**config.mk**
```make
export PLATFORM = sky130hd
export DESIGN_NAME = apcsd_top
export DESIGN_NICKNAME = d
export VERILOG_FILES = /design/src/rtl/apcsd_pkg.sv /design/src/rtl/apcsd_addr_match.sv /design/src/rtl/apcsd_pin_drive.sv /design/src/rtl/apcsd_top.sv
export SDC_FILE = /design/constraint.sdc
export NUM_CORES = 1
export LEC_CHECK = 0
export ABC_AREA = 1
export ABC_CLOCK_PERIOD_IN_PS = 3400
export CELL_PAD_IN_SITES_DETAIL_PLACEMENT = 0
export CELL_PAD_IN_SITES_GLOBAL_PLACEMENT = 1
export CORE_ASPECT_RATIO = 0.9
export CORE_MARGIN = 2
export CORE_UTILIZATION = 49
export DETAILED_ROUTE_END_ITERATION = 10
export DONT_BUFFER_PORTS = 1
export GPL_TIMING_DRIVEN = 0
export PLACE_DENSITY_LB_ADDON = 0.1
export SLEW_MARGIN = 20
export SYNTH_ARGS = -nofsm -noshare
export SYNTH_HDL_FRONTEND = slang
export SYNTH_SLANG_ARGS = --single-unit
```
**constraint.sdc**
```tcl
create_clock -name clk_sys_in -period 3.4 [get_ports clk_sys_in]
set_clock_uncertainty 0.05 [all_clocks]
set_input_delay 0.17 -clock clk_sys_in [delete_from_list [all_inputs] [get_ports clk_sys_in]]
set_output_delay 0.17 -clock clk_sys_in [all_outputs]
set_load 0.03 [all_outputs]
```
**src/rtl/apcsd_pkg.sv**
```systemverilog
// Purpose: Shared constants and types for the auxiliary port chip-select decoder.
// Assumes: 8-bit special function register bus, 16-bit external data address.
// Notes:   Every offset and field position is named once here; reset values too, except the synchroniser and pin stage ones.
package apcsd_pkg;

  // Pin count and widths
  localparam int unsigned NUM_PINS = 4;
  localparam int unsigned AW       = 16;
  localparam int unsigned DW       = 8;

  // Register offsets on the special function register bus
  localparam logic [7:0] OFS_POLARITY  = 8'hae;
  localparam logic [7:0] OFS_CTRL_LO   = 8'hc2;
  localparam logic [7:0] OFS_CTRL_HI   = 8'hc3;
  localparam logic [7:0] OFS_PORT_DATA = 8'hd8;
  localparam logic [7:0] OFS_BASE_LO [NUM_PINS] = '{8'h84, 8'h94, 8'hac, 8'hb4};
  localparam logic [7:0] OFS_BASE_HI [NUM_PINS] = '{8'h85, 8'h95, 8'had, 8'hb5};

  // Field layout: each control register holds two 4-bit pin nibbles
  localparam int unsigned NIB_W    = 4;
  localparam int unsigned FUN_LSB  = 2;
  localparam int unsigned LEN_LSB  = 0;
  localparam int unsigned POL_LSB  = 4;
  localparam int unsigned RSV_LSB  = 2;

  // Reset values
  localparam logic [7:0] RST_CTRL      = 8'h00;
  localparam logic [7:0] RST_POLARITY  = 8'h00;
  localparam logic [7:0] RST_BASE      = 8'h00;
  localparam logic [3:0] RST_PORT_DATA = 4'hf;
  localparam logic [7:0] RDATA_NONE    = 8'h00;

  // Address compare masks per comparison length
  localparam logic [15:0] MASK_FULL = 16'hffff;
  localparam logic [15:0] MASK_A1   = 16'hfffe;
  localparam logic [15:0] MASK_A2   = 16'hfffc;
  localparam logic [15:0] MASK_A8   = 16'hff00;

  // Pin function modes
  typedef enum logic [1:0] {
    FUN_GPIO  = 2'h0,
    FUN_RD    = 2'h1,
    FUN_WR    = 2'h2,
    FUN_RDWR  = 2'h3
  } apcsd_fun_t;

  // Address comparison lengths
  typedef enum logic [1:0] {
    LEN_FULL = 2'h0,
    LEN_A1   = 2'h1,
    LEN_A2   = 2'h2,
    LEN_A8   = 2'h3
  } apcsd_len_t;

endpackage : apcsd_pkg

```
**src/rtl/apcsd_addr_match.sv**
```systemverilog
// Purpose: Masked comparison of the external data address against one base address.
// Assumes: Address and base are on the core clock; purely combinational.
// Notes:   The length field selects how many low address bits are ignored.
`timescale 1ns/1ps
`default_nettype none
module apcsd_addr_match (
  input  wire logic [15:0]            addr_in,
  input  wire logic [15:0]            base_in,
  input  wire apcsd_pkg::apcsd_len_t  len_in,
  output logic                        match_out
);

  logic [15:0] mask;

  // Mask select and compare
  always_comb begin
    mask = apcsd_pkg::MASK_FULL;
    unique case (len_in)
      apcsd_pkg::LEN_FULL: mask = apcsd_pkg::MASK_FULL;
      apcsd_pkg::LEN_A1:   mask = apcsd_pkg::MASK_A1;
      apcsd_pkg::LEN_A2:   mask = apcsd_pkg::MASK_A2;
      apcsd_pkg::LEN_A8:   mask = apcsd_pkg::MASK_A8;
    endcase
    match_out = ((addr_in ^ base_in) & mask) == 16'h0000;
  end

endmodule : apcsd_addr_match
`default_nettype wire

```
**src/rtl/apcsd_pin_drive.sv**
```systemverilog
// Purpose: Output stage of one auxiliary pin: port bit or chip-select strobe.
// Assumes: Core read, write and fetch strobes are active high, same clock.
// Notes:   Pin level and enable are registered, so they lag the strobe by one cycle.
`timescale 1ns/1ps
`default_nettype none
module apcsd_pin_drive (
  input  wire logic                   clk_sys_in,
  input  wire logic                   resetn_in,
  input  wire apcsd_pkg::apcsd_fun_t  fun_in,
  input  wire logic                   pol_in,
  input  wire logic                   match_in,
  input  wire logic                   xbus_rd_in,
  input  wire logic                   xbus_wr_in,
  input  wire logic                   xbus_fetch_in,
  input  wire logic                   port_bit_in,
  output logic                        pin_out,
  output logic                        pin_oe_out
);

  logic active;
  logic pin_d;
  logic pin_q;
  logic oe_d;
  logic oe_q;

  // Strobe decode and pin next state
  always_comb begin
    active = 1'b0;
    unique case (fun_in)
      apcsd_pkg::FUN_GPIO: active = 1'b0;
      apcsd_pkg::FUN_RD:   active = xbus_rd_in;
      apcsd_pkg::FUN_WR:   active = xbus_wr_in;
      apcsd_pkg::FUN_RDWR: active = xbus_rd_in | xbus_wr_in;
    endcase
    active = active & match_in & ~xbus_fetch_in;
    if (fun_in == apcsd_pkg::FUN_GPIO) begin
      pin_d = port_bit_in;
      oe_d  = ~port_bit_in;                                    // Quasi: only a 0 is driven
    end else begin
      pin_d = pol_in ? active : ~active;
      oe_d  = 1'b1;
    end
  end

  // Pin registers; released high out of reset
  always_ff @(posedge clk_sys_in) begin
    if (!resetn_in) begin
      pin_q <= 1'b1;
      oe_q  <= 1'b0;
    end else begin
      pin_q <= pin_d;
      oe_q  <= oe_d;
    end
  end

  assign pin_out    = pin_q;
  assign pin_oe_out = oe_q;

endmodule : apcsd_pin_drive
`default_nettype wire

```
**src/rtl/apcsd_top.sv**
```systemverilog
// Purpose: Register file and per-pin decode of the auxiliary chip-select port.
// Assumes: Core drives the register bus and external bus strobes on clk_sys_in.
// Notes:   Pins are quasi-bidirectional in port mode; inputs are double synchronised.
`timescale 1ns/1ps
`default_nettype none

// Operation
// - Function 00 makes the pin a quasi-bidirectional port bit.
// - Function 01 makes the pin a read chip-select on address match.
// - Function 10 makes the pin a write chip-select on address match.
// - Function 11 asserts the pin on matching reads and writes.
// - Length 00 compares all sixteen address bits.
// - Length 01 ignores address bit 0.
// - Length 10 ignores address bits 1 and 0.
// - Length 11 ignores the low address byte.
// - High control register holds pin 3 and pin 2 fields.
// - Low control register holds pin 1 and pin 0 fields.
// - Polarity bit 7 set makes pin 3 strobe active high.
// - Polarity bits 6, 5, 4 set pins 2, 1, 0 likewise.
// - Chip-select outputs follow the core read or write strobe except during a program fetch.
// - Each pin has a sixteen bit base address in two bytes.
// - Port mode drives the matching low bit of the port data register.
// - Reset clears control, polarity and base registers; pins start as port.
module apcsd_top (
  input  wire logic        clk_sys_in,
  input  wire logic        resetn_in,
  input  wire logic [7:0]  sfr_addr_in,
  input  wire logic [7:0]  sfr_wdata_in,
  input  wire logic        sfr_wr_in,
  input  wire logic        sfr_rd_in,
  output logic      [7:0]  sfr_rdata_out,
  input  wire logic [15:0] xbus_addr_in,
  input  wire logic        xbus_rd_in,
  input  wire logic        xbus_wr_in,
  input  wire logic        xbus_fetch_in,
  input  wire logic [3:0]  aux_pin_in,
  output logic      [3:0]  aux_pin_out,
  output logic      [3:0]  aux_pin_oe_out
);

  localparam int unsigned NP = apcsd_pkg::NUM_PINS;

  logic [7:0]  ctrl_lo_d;
  logic [7:0]  ctrl_lo_q;
  logic [7:0]  ctrl_hi_d;
  logic [7:0]  ctrl_hi_q;
  logic [7:0]  pol_d;
  logic [7:0]  pol_q;
  logic [3:0]  port_d;
  logic [3:0]  port_q;
  logic [15:0] base_d [NP];
  logic [15:0] base_q [NP];
  logic [7:0]  rdata_d;
  logic [7:0]  rdata_q;
  logic [3:0]  sync1_q;
  logic [3:0]  sync2_q;
  logic [15:0] ctrl_w;

  apcsd_pkg::apcsd_fun_t fun_w [NP];
  apcsd_pkg::apcsd_len_t len_w [NP];
  logic [NP-1:0]         pol_w;
  logic [NP-1:0]         match_w;

  // Register writes from the special function register bus
  // Reserved polarity bits 3:2 are stored but feed nothing; bits 1:0 stay zero
  always_comb begin
    ctrl_lo_d = ctrl_lo_q;
    ctrl_hi_d = ctrl_hi_q;
    pol_d     = pol_q;
    port_d    = port_q;
    base_d    = base_q;
    if (sfr_wr_in) begin
      unique case (sfr_addr_in)
        apcsd_pkg::OFS_CTRL_LO:   ctrl_lo_d = sfr_wdata_in;
        apcsd_pkg::OFS_CTRL_HI:   ctrl_hi_d = sfr_wdata_in;
        apcsd_pkg::OFS_POLARITY:  pol_d = {sfr_wdata_in[7:2], 2'b00};
        apcsd_pkg::OFS_PORT_DATA: port_d = sfr_wdata_in[3:0];
        default: ;
      endcase
      for (int i = 0; i < NP; i++) begin
        if (sfr_addr_in == apcsd_pkg::OFS_BASE_LO[i]) begin
          base_d[i][7:0] = sfr_wdata_in;
        end
        if (sfr_addr_in == apcsd_pkg::OFS_BASE_HI[i]) begin
          base_d[i][15:8] = sfr_wdata_in;
        end
      end
    end
  end

  // Register read mux; unmapped offsets read zero
  always_comb begin
    rdata_d = apcsd_pkg::RDATA_NONE;
    if (sfr_rd_in) begin
      unique case (sfr_addr_in)
        apcsd_pkg::OFS_CTRL_LO:   rdata_d = ctrl_lo_q;
        apcsd_pkg::OFS_CTRL_HI:   rdata_d = ctrl_hi_q;
        apcsd_pkg::OFS_POLARITY:  rdata_d = pol_q;
        apcsd_pkg::OFS_PORT_DATA: rdata_d = {4'h0, sync2_q};    // Pin levels
        default: ;
      endcase
      for (int i = 0; i < NP; i++) begin
        if (sfr_addr_in == apcsd_pkg::OFS_BASE_LO[i]) begin
          rdata_d = base_q[i][7:0];
        end
        if (sfr_addr_in == apcsd_pkg::OFS_BASE_HI[i]) begin
          rdata_d = base_q[i][15:8];
        end
      end
    end
  end

  // Register state and pin input synchroniser
  // Pads are asynchronous to the core clock; only the second stage is read
  always_ff @(posedge clk_sys_in) begin
    if (!resetn_in) begin
      ctrl_lo_q <= apcsd_pkg::RST_CTRL;
      ctrl_hi_q <= apcsd_pkg::RST_CTRL;
      pol_q     <= apcsd_pkg::RST_POLARITY;
      port_q    <= apcsd_pkg::RST_PORT_DATA;
      for (int i = 0; i < NP; i++) begin
        base_q[i] <= {apcsd_pkg::RST_BASE, apcsd_pkg::RST_BASE};
      end
      rdata_q   <= apcsd_pkg::RDATA_NONE;
      sync1_q   <= 4'hf;
      sync2_q   <= 4'hf;
    end else begin
      ctrl_lo_q <= ctrl_lo_d;
      ctrl_hi_q <= ctrl_hi_d;
      pol_q     <= pol_d;
      port_q    <= port_d;
      base_q    <= base_d;
      rdata_q   <= rdata_d;
      sync1_q   <= aux_pin_in;
      sync2_q   <= sync1_q;
    end
  end

  assign sfr_rdata_out = rdata_q;
  // Pin i owns nibble i of the two control bytes taken as one vector
  assign ctrl_w        = {ctrl_hi_q, ctrl_lo_q};

  // Per-pin field extraction, comparator and output stage
  for (genvar i = 0; i < NP; i++) begin : g_pin
    assign fun_w[i] = apcsd_pkg::apcsd_fun_t'(
                        ctrl_w[i*apcsd_pkg::NIB_W + apcsd_pkg::FUN_LSB +: 2]);
    assign len_w[i] = apcsd_pkg::apcsd_len_t'(
                        ctrl_w[i*apcsd_pkg::NIB_W + apcsd_pkg::LEN_LSB +: 2]);
    assign pol_w[i] = pol_q[apcsd_pkg::POL_LSB + i];

    apcsd_addr_match u_match (
      .addr_in   (xbus_addr_in),
      .base_in   (base_q[i]),
      .len_in    (len_w[i]),
      .match_out (match_w[i])
    );

    apcsd_pin_drive u_drive (
      .clk_sys_in    (clk_sys_in),
      .resetn_in     (resetn_in),
      .fun_in        (fun_w[i]),
      .pol_in        (pol_w[i]),
      .match_in      (match_w[i]),
      .xbus_rd_in    (xbus_rd_in),
      .xbus_wr_in    (xbus_wr_in),
      .xbus_fetch_in (xbus_fetch_in),
      .port_bit_in   (port_q[i]),
      .pin_out       (aux_pin_out[i]),
      .pin_oe_out    (aux_pin_oe_out[i])
    );

    // Pin behaviour checks
    a_gpio_level: assert property (@(posedge clk_sys_in) disable iff (!resetn_in)
      fun_w[i] == apcsd_pkg::FUN_GPIO |=>
        aux_pin_out[i] == $past(port_q[i]) && aux_pin_oe_out[i] == !$past(port_q[i]))
      else $error("port mode pin does not follow its data bit");
    a_read_strobe: assert property (@(posedge clk_sys_in) disable iff (!resetn_in)
      fun_w[i] == apcsd_pkg::FUN_RD && match_w[i] && !xbus_fetch_in |=>
        aux_pin_out[i] == ($past(xbus_rd_in) ? $past(pol_w[i]) : !$past(pol_w[i])))
      else $error("read strobe pin wrong");
    a_write_strobe: assert property (@(posedge clk_sys_in) disable iff (!resetn_in)
      fun_w[i] == apcsd_pkg::FUN_WR && match_w[i] && !xbus_fetch_in |=>
        aux_pin_out[i] == ($past(xbus_wr_in) ? $past(pol_w[i]) : !$past(pol_w[i])))
      else $error("write strobe pin wrong");
    a_both_strobe: assert property (@(posedge clk_sys_in) disable iff (!resetn_in)
      fun_w[i] == apcsd_pkg::FUN_RDWR && match_w[i] && !xbus_fetch_in
        && (xbus_rd_in || xbus_wr_in) |=> aux_pin_out[i] == $past(pol_w[i]))
      else $error("read/write strobe pin not asserted");
    a_rest_level: assert property (@(posedge clk_sys_in) disable iff (!resetn_in)
      fun_w[i] != apcsd_pkg::FUN_GPIO && (!match_w[i] || !(xbus_rd_in || xbus_wr_in)) |=>
        aux_pin_out[i] == !$past(pol_w[i]) && aux_pin_oe_out[i])
      else $error("idle strobe pin not at inactive level");
    a_fetch_quiet: assert property (@(posedge clk_sys_in) disable iff (!resetn_in)
      fun_w[i] != apcsd_pkg::FUN_GPIO && xbus_fetch_in |=>
        aux_pin_out[i] == !$past(pol_w[i]))
      else $error("strobe asserted on program fetch");
    a_full_compare: assert property (@(posedge clk_sys_in) disable iff (!resetn_in)
      len_w[i] == apcsd_pkg::LEN_FULL |-> match_w[i] == (xbus_addr_in == base_q[i]))
      else $error("full compare mismatch");
    a_len_a1: assert property (@(posedge clk_sys_in) disable iff (!resetn_in)
      len_w[i] == apcsd_pkg::LEN_A1 |->
        match_w[i] == (xbus_addr_in[15:1] == base_q[i][15:1]))
      else $error("compare ignoring bit 0 wrong");
    a_len_a2: assert property (@(posedge clk_sys_in) disable iff (!resetn_in)
      len_w[i] == apcsd_pkg::LEN_A2 |->
        match_w[i] == (xbus_addr_in[15:2] == base_q[i][15:2]))
      else $error("compare ignoring bits 1:0 wrong");
    a_len_a8: assert property (@(posedge clk_sys_in) disable iff (!resetn_in)
      len_w[i] == apcsd_pkg::LEN_A8 |->
        match_w[i] == (xbus_addr_in[15:8] == base_q[i][15:8]))
      else $error("compare ignoring low byte wrong");
    a_base_write: assert property (@(posedge clk_sys_in) disable iff (!resetn_in)
      sfr_wr_in && sfr_addr_in == apcsd_pkg::OFS_BASE_HI[i] |=>
        base_q[i][15:8] == $past(sfr_wdata_in))
      else $error("base high byte not written");
    // Base byte, drive enable and reset checks
    a_base_low: assert property (@(posedge clk_sys_in) disable iff (!resetn_in)
      sfr_wr_in && sfr_addr_in == apcsd_pkg::OFS_BASE_LO[i] |=>
        base_q[i][7:0] == $past(sfr_wdata_in))
      else $error("base low byte not written");
    a_base_read: assert property (@(posedge clk_sys_in) disable iff (!resetn_in)
      sfr_rd_in && sfr_addr_in == apcsd_pkg::OFS_BASE_LO[i] |=>
        sfr_rdata_out == $past(base_q[i][7:0]))
      else $error("base low byte read back wrong");
    a_strobe_drive: assert property (@(posedge clk_sys_in) disable iff (!resetn_in)
      fun_w[i] != apcsd_pkg::FUN_GPIO |=> aux_pin_oe_out[i])
      else $error("strobe pin not driven");
    a_base_reset: assert property (@(posedge clk_sys_in)
      !resetn_in |=> base_q[i] == {apcsd_pkg::RST_BASE, apcsd_pkg::RST_BASE})
      else $error("base address not cleared by reset");
  end

  // Register layout checks
  a_ctrl_layout: assert property (@(posedge clk_sys_in) disable iff (!resetn_in)
    sfr_wr_in && sfr_addr_in == apcsd_pkg::OFS_CTRL_HI |=>
      fun_w[3] == $past(sfr_wdata_in[7:6]) && len_w[2] == $past(sfr_wdata_in[1:0]))
    else $error("high control fields misplaced");
  a_ctrl_lo_layout: assert property (@(posedge clk_sys_in) disable iff (!resetn_in)
    sfr_wr_in && sfr_addr_in == apcsd_pkg::OFS_CTRL_LO |=>
      fun_w[1] == $past(sfr_wdata_in[7:6]) && len_w[0] == $past(sfr_wdata_in[1:0]))
    else $error("low control fields misplaced");
  a_pol_map: assert property (@(posedge clk_sys_in) disable iff (!resetn_in)
    sfr_wr_in && sfr_addr_in == apcsd_pkg::OFS_POLARITY |=>
      pol_w == $past(sfr_wdata_in[7:4]) && pol_q[1:0] == 2'b00)
    else $error("polarity bits misplaced");
  a_reset_clear: assert property (@(posedge clk_sys_in)
    !resetn_in |=> ctrl_w == 16'h0000 && pol_q == 8'h00 && port_q == 4'hf)
    else $error("reset did not clear control state");
  a_ctrl_hi_rest: assert property (@(posedge clk_sys_in) disable iff (!resetn_in)
    sfr_wr_in && sfr_addr_in == apcsd_pkg::OFS_CTRL_HI |=>
      len_w[3] == $past(sfr_wdata_in[5:4]) && fun_w[2] == $past(sfr_wdata_in[3:2]))
    else $error("high control pin fields misplaced");
  a_ctrl_lo_rest: assert property (@(posedge clk_sys_in) disable iff (!resetn_in)
    sfr_wr_in && sfr_addr_in == apcsd_pkg::OFS_CTRL_LO |=>
      len_w[1] == $past(sfr_wdata_in[5:4]) && fun_w[0] == $past(sfr_wdata_in[3:2]))
    else $error("low control pin fields misplaced");
  a_pol_reserved: assert property (@(posedge clk_sys_in) disable iff (!resetn_in)
    sfr_wr_in && sfr_addr_in == apcsd_pkg::OFS_POLARITY |=>
      pol_q[3:2] == $past(sfr_wdata_in[3:2]))
    else $error("reserved polarity bits not stored");

  // Register read and port data checks
  a_read_ctrl_hi: assert property (@(posedge clk_sys_in) disable iff (!resetn_in)
    sfr_rd_in && sfr_addr_in == apcsd_pkg::OFS_CTRL_HI |=>
      sfr_rdata_out == $past(ctrl_hi_q))
    else $error("high control read back wrong");
  a_read_ctrl_lo: assert property (@(posedge clk_sys_in) disable iff (!resetn_in)
    sfr_rd_in && sfr_addr_in == apcsd_pkg::OFS_CTRL_LO |=>
      sfr_rdata_out == $past(ctrl_lo_q))
    else $error("low control read back wrong");
  a_read_pol: assert property (@(posedge clk_sys_in) disable iff (!resetn_in)
    sfr_rd_in && sfr_addr_in == apcsd_pkg::OFS_POLARITY |=>
      sfr_rdata_out == $past(pol_q))
    else $error("polarity read back wrong");
  a_port_write: assert property (@(posedge clk_sys_in) disable iff (!resetn_in)
    sfr_wr_in && sfr_addr_in == apcsd_pkg::OFS_PORT_DATA |=>
      port_q == $past(sfr_wdata_in[3:0]))
    else $error("port data not written");
  a_port_read: assert property (@(posedge clk_sys_in) disable iff (!resetn_in)
    sfr_rd_in && sfr_addr_in == apcsd_pkg::OFS_PORT_DATA |=>
      sfr_rdata_out == {4'h0, $past(sync2_q)})
    else $error("port read does not return pin levels");
  a_reset_pins: assert property (@(posedge clk_sys_in)
    !resetn_in |=> aux_pin_out == 4'hf && aux_pin_oe_out == 4'h0)
    else $error("pins not released high by reset");

  // Main scenarios
  c_read_cs: cover property (@(posedge clk_sys_in) disable iff (!resetn_in)
    fun_w[0] == apcsd_pkg::FUN_RD && match_w[0] && xbus_rd_in);
  c_write_cs: cover property (@(posedge clk_sys_in) disable iff (!resetn_in)
    fun_w[0] == apcsd_pkg::FUN_WR && match_w[0] && xbus_wr_in && pol_w[0]);
  c_rdwr_cs: cover property (@(posedge clk_sys_in) disable iff (!resetn_in)
    fun_w[3] == apcsd_pkg::FUN_RDWR && match_w[3] && len_w[3] == apcsd_pkg::LEN_A8);
  c_gpio_low: cover property (@(posedge clk_sys_in) disable iff (!resetn_in)
    fun_w[2] == apcsd_pkg::FUN_GPIO && aux_pin_oe_out[2]);
  c_fetch_block: cover property (@(posedge clk_sys_in) disable iff (!resetn_in)
    fun_w[1] != apcsd_pkg::FUN_GPIO && match_w[1] && xbus_fetch_in && xbus_rd_in);

endmodule : apcsd_top
`default_nettype wire

```
* Word-level counts from Yosys, hierarchy flattened
Cells that the tools add are included.
Cells by class: equality and inequality tests 36, multiplexer cells 29, bitwise operators 26, reduce and logical (&&, ||, !) cells 25
Operators by type and width (number):
- 16-bit case mux with 4 select lines | 4
- 8-bit equality test (second input constant) | 12
- 16-bit bitwise AND | 4
- 16-bit logical NOT | 4
- 8-bit 2-to-1 mux | 8
- 16-bit XOR | 4
- 2-bit equality test (second input constant) | 16
- 8-bit case mux with 4 select lines | 1
- 2-bit AND reduction | 13
- 2-bit by 1-bit equality test with 1-bit output (second input constant) | 8
- 2-bit logical NOT | 8
- 1-bit case mux with 4 select lines | 4
- 1-bit 2-to-1 mux | 12
- 1-bit inverter | 9
- 1-bit bitwise AND | 8
- 1-bit OR | 1
Word-level totals: flip-flop bits (word level) 114, output and inout bits 16, word-level logic and storage cells 139

* Longest topological paths before layout
Gate-level depths: netlist of the first run.
depth after elaboration 10, depth in mapped cells 13, gate-level depth less buffers 13

* Cells and area by module
Synthesis of the first run repeated with hierarchy kept, for this count alone.
Unflattened totals: cell total of the unflattened synthesis 1021, area, all modules 6296.0 sq um
Modules (own cells, without submodules):
- apcsd_top | times used 1, cells each 645, area each 4529.3 sq um, sequential area each 2122.0 sq um
- apcsd_addr_match | times used 4, cells each 78, area each 335.3 sq um, sequential area each 0.0 sq um
- apcsd_pin_drive | times used 4, cells each 16, area each 106.4 sq um, sequential area each 40.0 sq um

* Least setup slack after synthesis of the first run
No wires, ideal clock.
kind input port to flip-flop, start input port sfr_addr_in[6], end register base_q[22] in the netlist's numbering, setup time 0.119 ns, data arrival time 1.094 ns, slack 2.136 ns, stages on the path 9, cells stage by stage inv_1 > nand2_4 > nor2_4 > nand4_1 > inv_1 > nand2_1 > buf_2 > o21ai_1 > a21oi_1
On the way: word-level cells in the longest chain between the ends 2
Ends and longest elaborated chain:
- start: declaration | line apcsd_top.sv:27 | input wire logic [7:0] sfr_addr_in,
- 8-bit equality test | line apcsd_top.sv:81 | if (sfr_addr_in == apcsd_pkg::OFS_BASE_LO[i]) begin
- 2-bit AND reduction (no line)
- end signal: indexed assignment | line apcsd_top.sv:122 | base_q[i] <= {apcsd_pkg::RST_BASE, apcsd_pkg::RST_BASE};
- end signal: assignment | line apcsd_top.sv:132 | base_q <= base_d;
- end: declaration | line apcsd_top.sv:52 | logic [15:0] base_q [NP];
Every way passes these cells. A chain may end at the register's enable or synchronous reset.

* Worst setup path after layout of the first run
start register base_q[22] in the netlist's numbering, end register g_pin[2].u_drive.pin_q
On the way: word-level cells in the longest chain between the ends 8
Ends and longest elaborated chain:
- 16-bit XOR (*) | line apcsd_addr_match.sv:24 | match_out = ((addr_in ^ base_in) & mask) == 16'h0000;
- 16-bit bitwise AND (*) | line apcsd_addr_match.sv:24
- 16-bit logical NOT (*) | line apcsd_addr_match.sv:24
- 1-bit bitwise AND (*) (2 in a row) | line apcsd_pin_drive.sv:35 | active = active & match_in & ~xbus_fetch_in;
- 1-bit inverter | line apcsd_pin_drive.sv:40 | pin_d = pol_in ? active : ~active;
- 1-bit 2-to-1 mux (*) | line apcsd_pin_drive.sv:40
- 1-bit 2-to-1 mux (*) | line apcsd_pin_drive.sv:36 | if (fun_in == apcsd_pkg::FUN_GPIO) begin
- end signal: assignment | line apcsd_pin_drive.sv:51 | pin_q <= pin_d;
- end: declaration | line apcsd_pin_drive.sv:22 | logic pin_q;
Mark *: on every way between the ends. The rest lies on a longest branch, timed or not.

==> results of run 1 <==
cell families (layout without fill, tap and decap cells):
family	Yosys count	count (layout)
compound gates	218	218
xor+xnor	32	32
buf+inv	147	194
flops	114	114
simple gates	322	322
worst reg2reg max path, cell delays in order (launching register included):
cell and delay [ps]:
dfxtp_1 330, xor2_1 180, nor3_1 260, nand3_1 200, o21ai_0 240, nand3_1 140, nand2_1 80, nand2_1 60
o21ai_0 140
layer usage:
layer / routed length, um / track usage (%)
met5: 0 / 0
met4: 568 / 12.6
met3: 1820 / 7.77
met2: 9420 / 52.1
met1: 8530 / 42.3
placed cells by master, fill, tap and decap left out, types with 4 or more instances in the layout:
cell           Yosys  routed
buf_2             15      15
a21oi_1          121     121
clkinvlp_4         0       4
nand3_1           72      72
buf_4             12      12
xnor2_1            4       4
o21ai_0           62      62
bufinv_16          0       4
o22ai_1           20      20
o21ai_1           14      14
inv_1             85      85
nor3_1             8       8
nor2_2             6       6
or2_2              8       8
dfxtp_1          114     114
inv_2             10      10
clkinv_2           0       4
dlygate4sd3_1      0      15
nand4_1           19      19
clkbuf_1          20      20
nand2_1          148     148
clkbuf_16          0      17
xor2_1            28      28
nor2_1            45      45
worst max path at each step:
stage / endpoint / depth (start not counted)
5_1_grt: g_pin[2].u_drive.pin_out$_SDFF_PN1_ / 9
2_1_floorplan: base_q[22]$_SDFFE_PN0P_ / 9
3_5_place_dp: base_q[29]$_SDFFE_PN0P_ / 9
3_3_place_gp: base_q[29]$_SDFFE_PN0P_ / 9
6_report: g_pin[2].u_drive.pin_out$_SDFF_PN1_ / 8
4_1_cts: g_pin[2].u_drive.pin_out$_SDFF_PN1_ / 8
registers in the layout (all words and copies together) (netlist names):
register                  count
pol_q                         6
ctrl_lo_q                     8
sfr_rdata_out                 8
sync1_q                       4
ctrl_hi_q                     8
port_q                        4
g_pin.u_drive.pin_out         4
base_q                       64
g_pin.u_drive.pin_oe_out      4
sync2_q                       4
stage by stage:
step,cells,hold slack [ps],worst slack (ps),power (uW),cell area [sq um]
floorplan,833,227,2140,1500,5790
global placement,989,228,1740,1550,5990
detailed placement,989,229,1720,1550,5990
global route,1036,148,1550,3530,6770
CTS,1036,129,1790,3450,6770
finish,1036,132,1660,3450,6770
layout make-up:
| type | count | area, sq um |
|---|---|---|
| multi-input cells | 572 | 2890 |
| clock inverters | 14 | 188 |
| clock buffers | 18 | 439 |
| repair buffers | 15 | 150 |
| plain buffers | 51 | 263 |
| inverters | 96 | 360 |
| fillers | 1145 | 4720 |
| well taps | 156 | 195 |
| flip-flops and latches | 114 | 2280 |
timing repair:
item	in CTS	in global routing
hold endpoints to repair	18	0
buffers inserted	0	0
hold buffers	15	0
endpoints found under the setup margin	0	0
power groups by stage:
stage          Clock (uW)  Combinational, uW  Sequential [uW]
6_report             1910                193             1350
5_1_grt              1980                207             1350
4_1_cts              1910                187             1350
3_5_place_dp            0                172             1380
3_3_place_gp            0                170             1380
2_1_floorplan           0                121             1370
==> flow_summary.toml, run 1 <==
[timing]
tightest_slew_ps = 823
period_needed_ps = 1740
setup_viol = 0
drv_slew = 0
timing.fmax_mhz = 574
rsz0062_at_grt = "false"
period_share_pct = 51.3
hold_viol_final = 0
setup_tns_ps = 0
max_slew_margin_pct = 45.1

[synth]
yosysUniqueCellTypes = 31
yosysSeqAreaShare_pct = 39.4
synth_top_area_share_pct = 39.4
synth_top_area_cell = "dfxtp_1"
synth_compound_area_share_pct = 19.3
synth_area_leaders = "dfxtp_1, a21oi_1, nand2_1"
yosys.area_share.xor_xnor_pct = 4.84
syn_area_sq_um = 5790
synth_fp_nets = 876
synth_top_family_by_area = "simple AND/OR/NAND/NOR gates"
yosysWarnings = 0
netlist_top_cells_count = "nand2_1, a21oi_1, dfxtp_1"
avgSynthCellArea_sq_um = 6.95
synth-edff-count = 0
synth_seq_cells = 114
synth_fa_ha_area_share_pct = 0
yosysMostFrequentCell = "nand2_1"
synth_flop_cell = "dfxtp_1"
netlist_instances = 833
synthArstFlopShare_pct = 0
muxShareOfSynthArea_pct = 0
synth_simple_gate_area_share_pct = 25.7

[clock_network]
clkTransAtPathRegs_ps = 60
ctsResizeCount = 0
cts_tree = "yes"
insertion_delay_ps = 430
clock-sinks = 114
htree_num_levels = 4
cts_root_buf = "clkbuf_16"
cts_buffers = 17
clockBufferDepth = 2

[critical_path]
path_cells = "xor2_1 -> nor3_1 -> nand3_1 -> o21ai_0 -> nand3_1 -> nand2_1 -> nand2_1 -> o21ai_0"
slowest_delay_ps = 330
start_kind = "flop"
crit_fanout = 3
endpoint_kind = "flop"
crit_family = "simple AND/OR/NAND/NOR gates"
rr_startpoint = "base_q[22]$_SDFFE_PN0P_"
path_buf_inv = 0
setup.worst_path.start = "base_q[22]$_SDFFE_PN0P_"
required_ps = 3700
crit_type = "reg2reg"
cp.arrival_ps = 2040
rr_endpoint = "g_pin[2].u_drive.pin_out$_SDFF_PN1_"
ff2ff_setup_slack_ps = 1660
r2r_cells = 8
worst_path_max_delay_cell = "dfxtp_1"

[die]
io_pins = 59
rows = 37
start_util_pct = 50.5
die_area_sq_um = 12700
core_area_sq_um = 11500
dieWidth_um = 119
fp.dieH_um = 107

[status]
status = "finished clean"

[grt]
grt_overflow = 0
grt_use_total_pct = 32.4
antenna_found_initial = 0
grt_pass1_vias = 5472
grt_max_degree = 17
grt_pass1_wl_um = 30400

[placement]
place.gp.congestion = 0.960
dp_hpwl_um = 15000
portBuffers = 0

[worst_hold_path]
min_delay_worst_endpoint = "sfr_rdata_out[1]$_SDFF_PN0_"
min_from = "resetn_in"
hp-class = "in2reg"
hold_depth = 6

[power_and_ir_drop]
ir_drop_mv = 0.415
intPower_uw = 2640
p_seq_share_pct = 39.0
swShare_pct = 23.4
p_comb_share_pct = 5.6
switching_power_uw = 809
p_leak_uw = 0.00265
p_clk_share_pct = 55.4
power_density_nw_per_um2 = 510

[job]
cap_violations = 0

[final_layout]
fin_util_pct = 58.9
n_antenna_cell = 0
drive_gt1_share_pct = 11.3
syn_to_final_growth_pct = 16.8
fin_nets = 910

[route]
ant_nets = 0
avgViaCountPerCell = 5.81
wl_um = 20300
num_vias = 6015
drcViolationCount = 0
drtIter0Drc = 866
first_pass_iters = 5
wl_per_cell_um = 19.6
Power figures use the tool's default switching activity.
==> run 2: changes to the inputs <==
Settings changed: ABC_CLOCK_PERIOD_IN_PS 3400 to 1550, CORE_UTILIZATION 49 to 41.
Clock period 3.4 ns to 1.55 ns, I/O delays scaled along.
==> flow_summary.toml, run 2 (same netlist as run 1, synthesis figures left out) <==
[status]
status = "finished clean"

[die]
dieWidth_um = 129
start_util_pct = 41.7
io_pins = 59
rows = 41
die_area_sq_um = 15100
core_area_sq_um = 13900
fp.dieH_um = 117

[route]
wl_met1_um = 9630
wl_met2_um = 9960
drcViolationCount = 0
drtIter0Drc = 504
wl_um = 21500
num_vias = 5852
met3_length_um = 1260
wl_per_cell_um = 20.0
highest_layer = "met4"
first_pass_iters = 5
ant_nets = 0
avgViaCountPerCell = 5.46

[clock_network]
clkTransAtPathRegs_ps = 50
cts_buffers = 17
insertion_delay_ps = 420
cts_setup_buffers = 0
cts_root_buf = "clkbuf_16"
htree_num_levels = 4
cts_tree = "yes"
clock-sinks = 114
clockBufferDepth = 2

[critical_path]
start_kind = "flop"
r2r_cells = 8
worst_path_max_delay_cell = "dfxtp_2"
cp-endpoint = "g_pin[2].u_drive.pin_out$_SDFF_PN1_"
ff2ff_setup_slack_ps = 80
path_cells = "xor2_1 -> nor3_2 -> nand3_2 -> o21ai_4 -> nand3_2 -> nand2_2 -> nand2_2 -> o21ai_1"
endpoint_kind = "flop"
cp.depth = 8
rr_endpoint = "g_pin[2].u_drive.pin_out$_SDFF_PN1_"
path_buf_inv = 0
crit_fanout = 3
slowest_delay_ps = 320
crit_type = "reg2reg"
crit_family = "simple AND/OR/NAND/NOR gates"
setup.worst_path.start = "base_q[22]$_SDFFE_PN0P_"
cp.arrival_ps = 1780
rr_startpoint = "base_q[22]$_SDFFE_PN0P_"
required_ps = 1860

[final_layout]
fin_util_pct = 49.0
syn_to_final_growth_pct = 17.6
num-fill-cells = 1443
final_cell_mix = "nand2_1, a21oi_1, dfxtp_1"
drive_gt1_share_pct = 13.1
layout_commonest_cell = "nand2_1"
regMostFlops = "base_q"
fin_nets = 910
n_antenna_cell = 0
largest_register_ffs = 64

[placement]
place.gp.congestion = 0.971
place_ws_ps = -61.0
portBuffers = 0
dp_hpwl_um = 16100

[timing]
max_slew_margin_pct = 43.7
period_needed_ps = 1470
rsz0062_at_grt = "true"
timing.fmax_mhz = 678
drv_slew = 0
setup_viol = 0
period_share_pct = 95.1
setup_slack_ps = 76.1
tightest_slew_ps = 845
hold_viol_final = 0

[grt]
grt_use_total_pct = 29.2
grt_max_degree = 17
grt_overflow = 0
grt_pass1_vias = 5601
antenna_found_initial = 0
grt_pass1_wl_um = 31800

[power_and_ir_drop]
ir_drop_mv = 0.802
power_density_nw_per_um2 = 1020
p_leak_uw = 0.00263

[worst_hold_path]
hp-class = "in2reg"

[job]
cap_violations = 0
[run 2: power breakdown]
part	leakage [uW]	total, uW	internal [uW]	switching [uW]
Clock	0.000260	3550	2190	1360
Combinational	0.00144	435	134	300
Sequential	0.000922	2960	2950	7.10
Total	0.00263	6940	5270	1670
[run 2: final cells by class]
class / instances / area, sq um / share of cell area (%)
Sequential cell: 114 / 2290 / 33.6
Timing Repair Buffer: 15 / 150 / 2.20
Buffer: 51 / 263 / 3.86
Clock buffer: 26 / 499 / 7.33
Multi-Input combinational cell: 572 / 2980 / 43.8
Clock inverter: 5 / 27.5 / 0.404
Tap cell: 193 / 241 / 3.55
Inverter: 96 / 360 / 5.29
[run 2: worst register-to-register path, stage by stage (launching register included)]
cell,delay [ps]
dfxtp_2,320
xor2_1,160
nor3_2,220
nand3_2,180
o21ai_4,120
nand3_2,100
nand2_2,90
nand2_2,50
o21ai_1,110
[run 2: timing repair]
action / 4_1_cts / 5_1_grt
gates resized for setup: 6 / 23
pin swaps: 0 / 8
gates cloned: 0 / 0
hold buffers: 15 / 0
endpoints found under the hold margin: 24 / 0
endpoints found under the setup margin: 3 / 4
[run 2: per-stage QoR]
stage / power [uW] / hold slack [ps] / std cells / setup TNS [ps] / instance area [sq um]
final: 6940 / 62.4 / 1072 / 0 / 6810
after global routing: 7130 / 89.2 / 1072 / -46.8 / 6810
after CTS: 6950 / 55.3 / 1072 / -15.8 / 6730
after detailed placement: 3400 / 136 / 1026 / -504 / 6030
after global placement: 3400 / 135 / 1026 / -285 / 6030
after floorplan: 3280 / 134 / 833 / 0 / 5790
[run 2: worst min-delay path by stage]
stage / end / slack, ps / startpoint / cells past startpoint
5_1_grt: ctrl_lo_q[4]$_SDFFE_PN0P_ / 90 / resetn_in / 3
6_report: g_pin[2].u_drive.pin_out$_SDFF_PN1_ / 60 / xbus_fetch_in / 7
3_3_place_gp: sync1_q[2]$_SDFF_PN1_ / 130 / aux_pin_in[2] / 1
3_5_place_dp: sync1_q[1]$_SDFF_PN1_ / 140 / aux_pin_in[1] / 1
4_1_cts: g_pin[3].u_drive.pin_out$_SDFF_PN1_ / 60 / xbus_fetch_in / 7
2_1_floorplan: sync1_q[0]$_SDFF_PN1_ / 130 / aux_pin_in[0] / 1
[run 2: per-layer routing]
metal,global-route usage [%],vias to the layer above
met4,12.3,0
met3,6.14,39
met2,47.6,186
li1,-,2813
met5,0,-
met1,37.6,2814
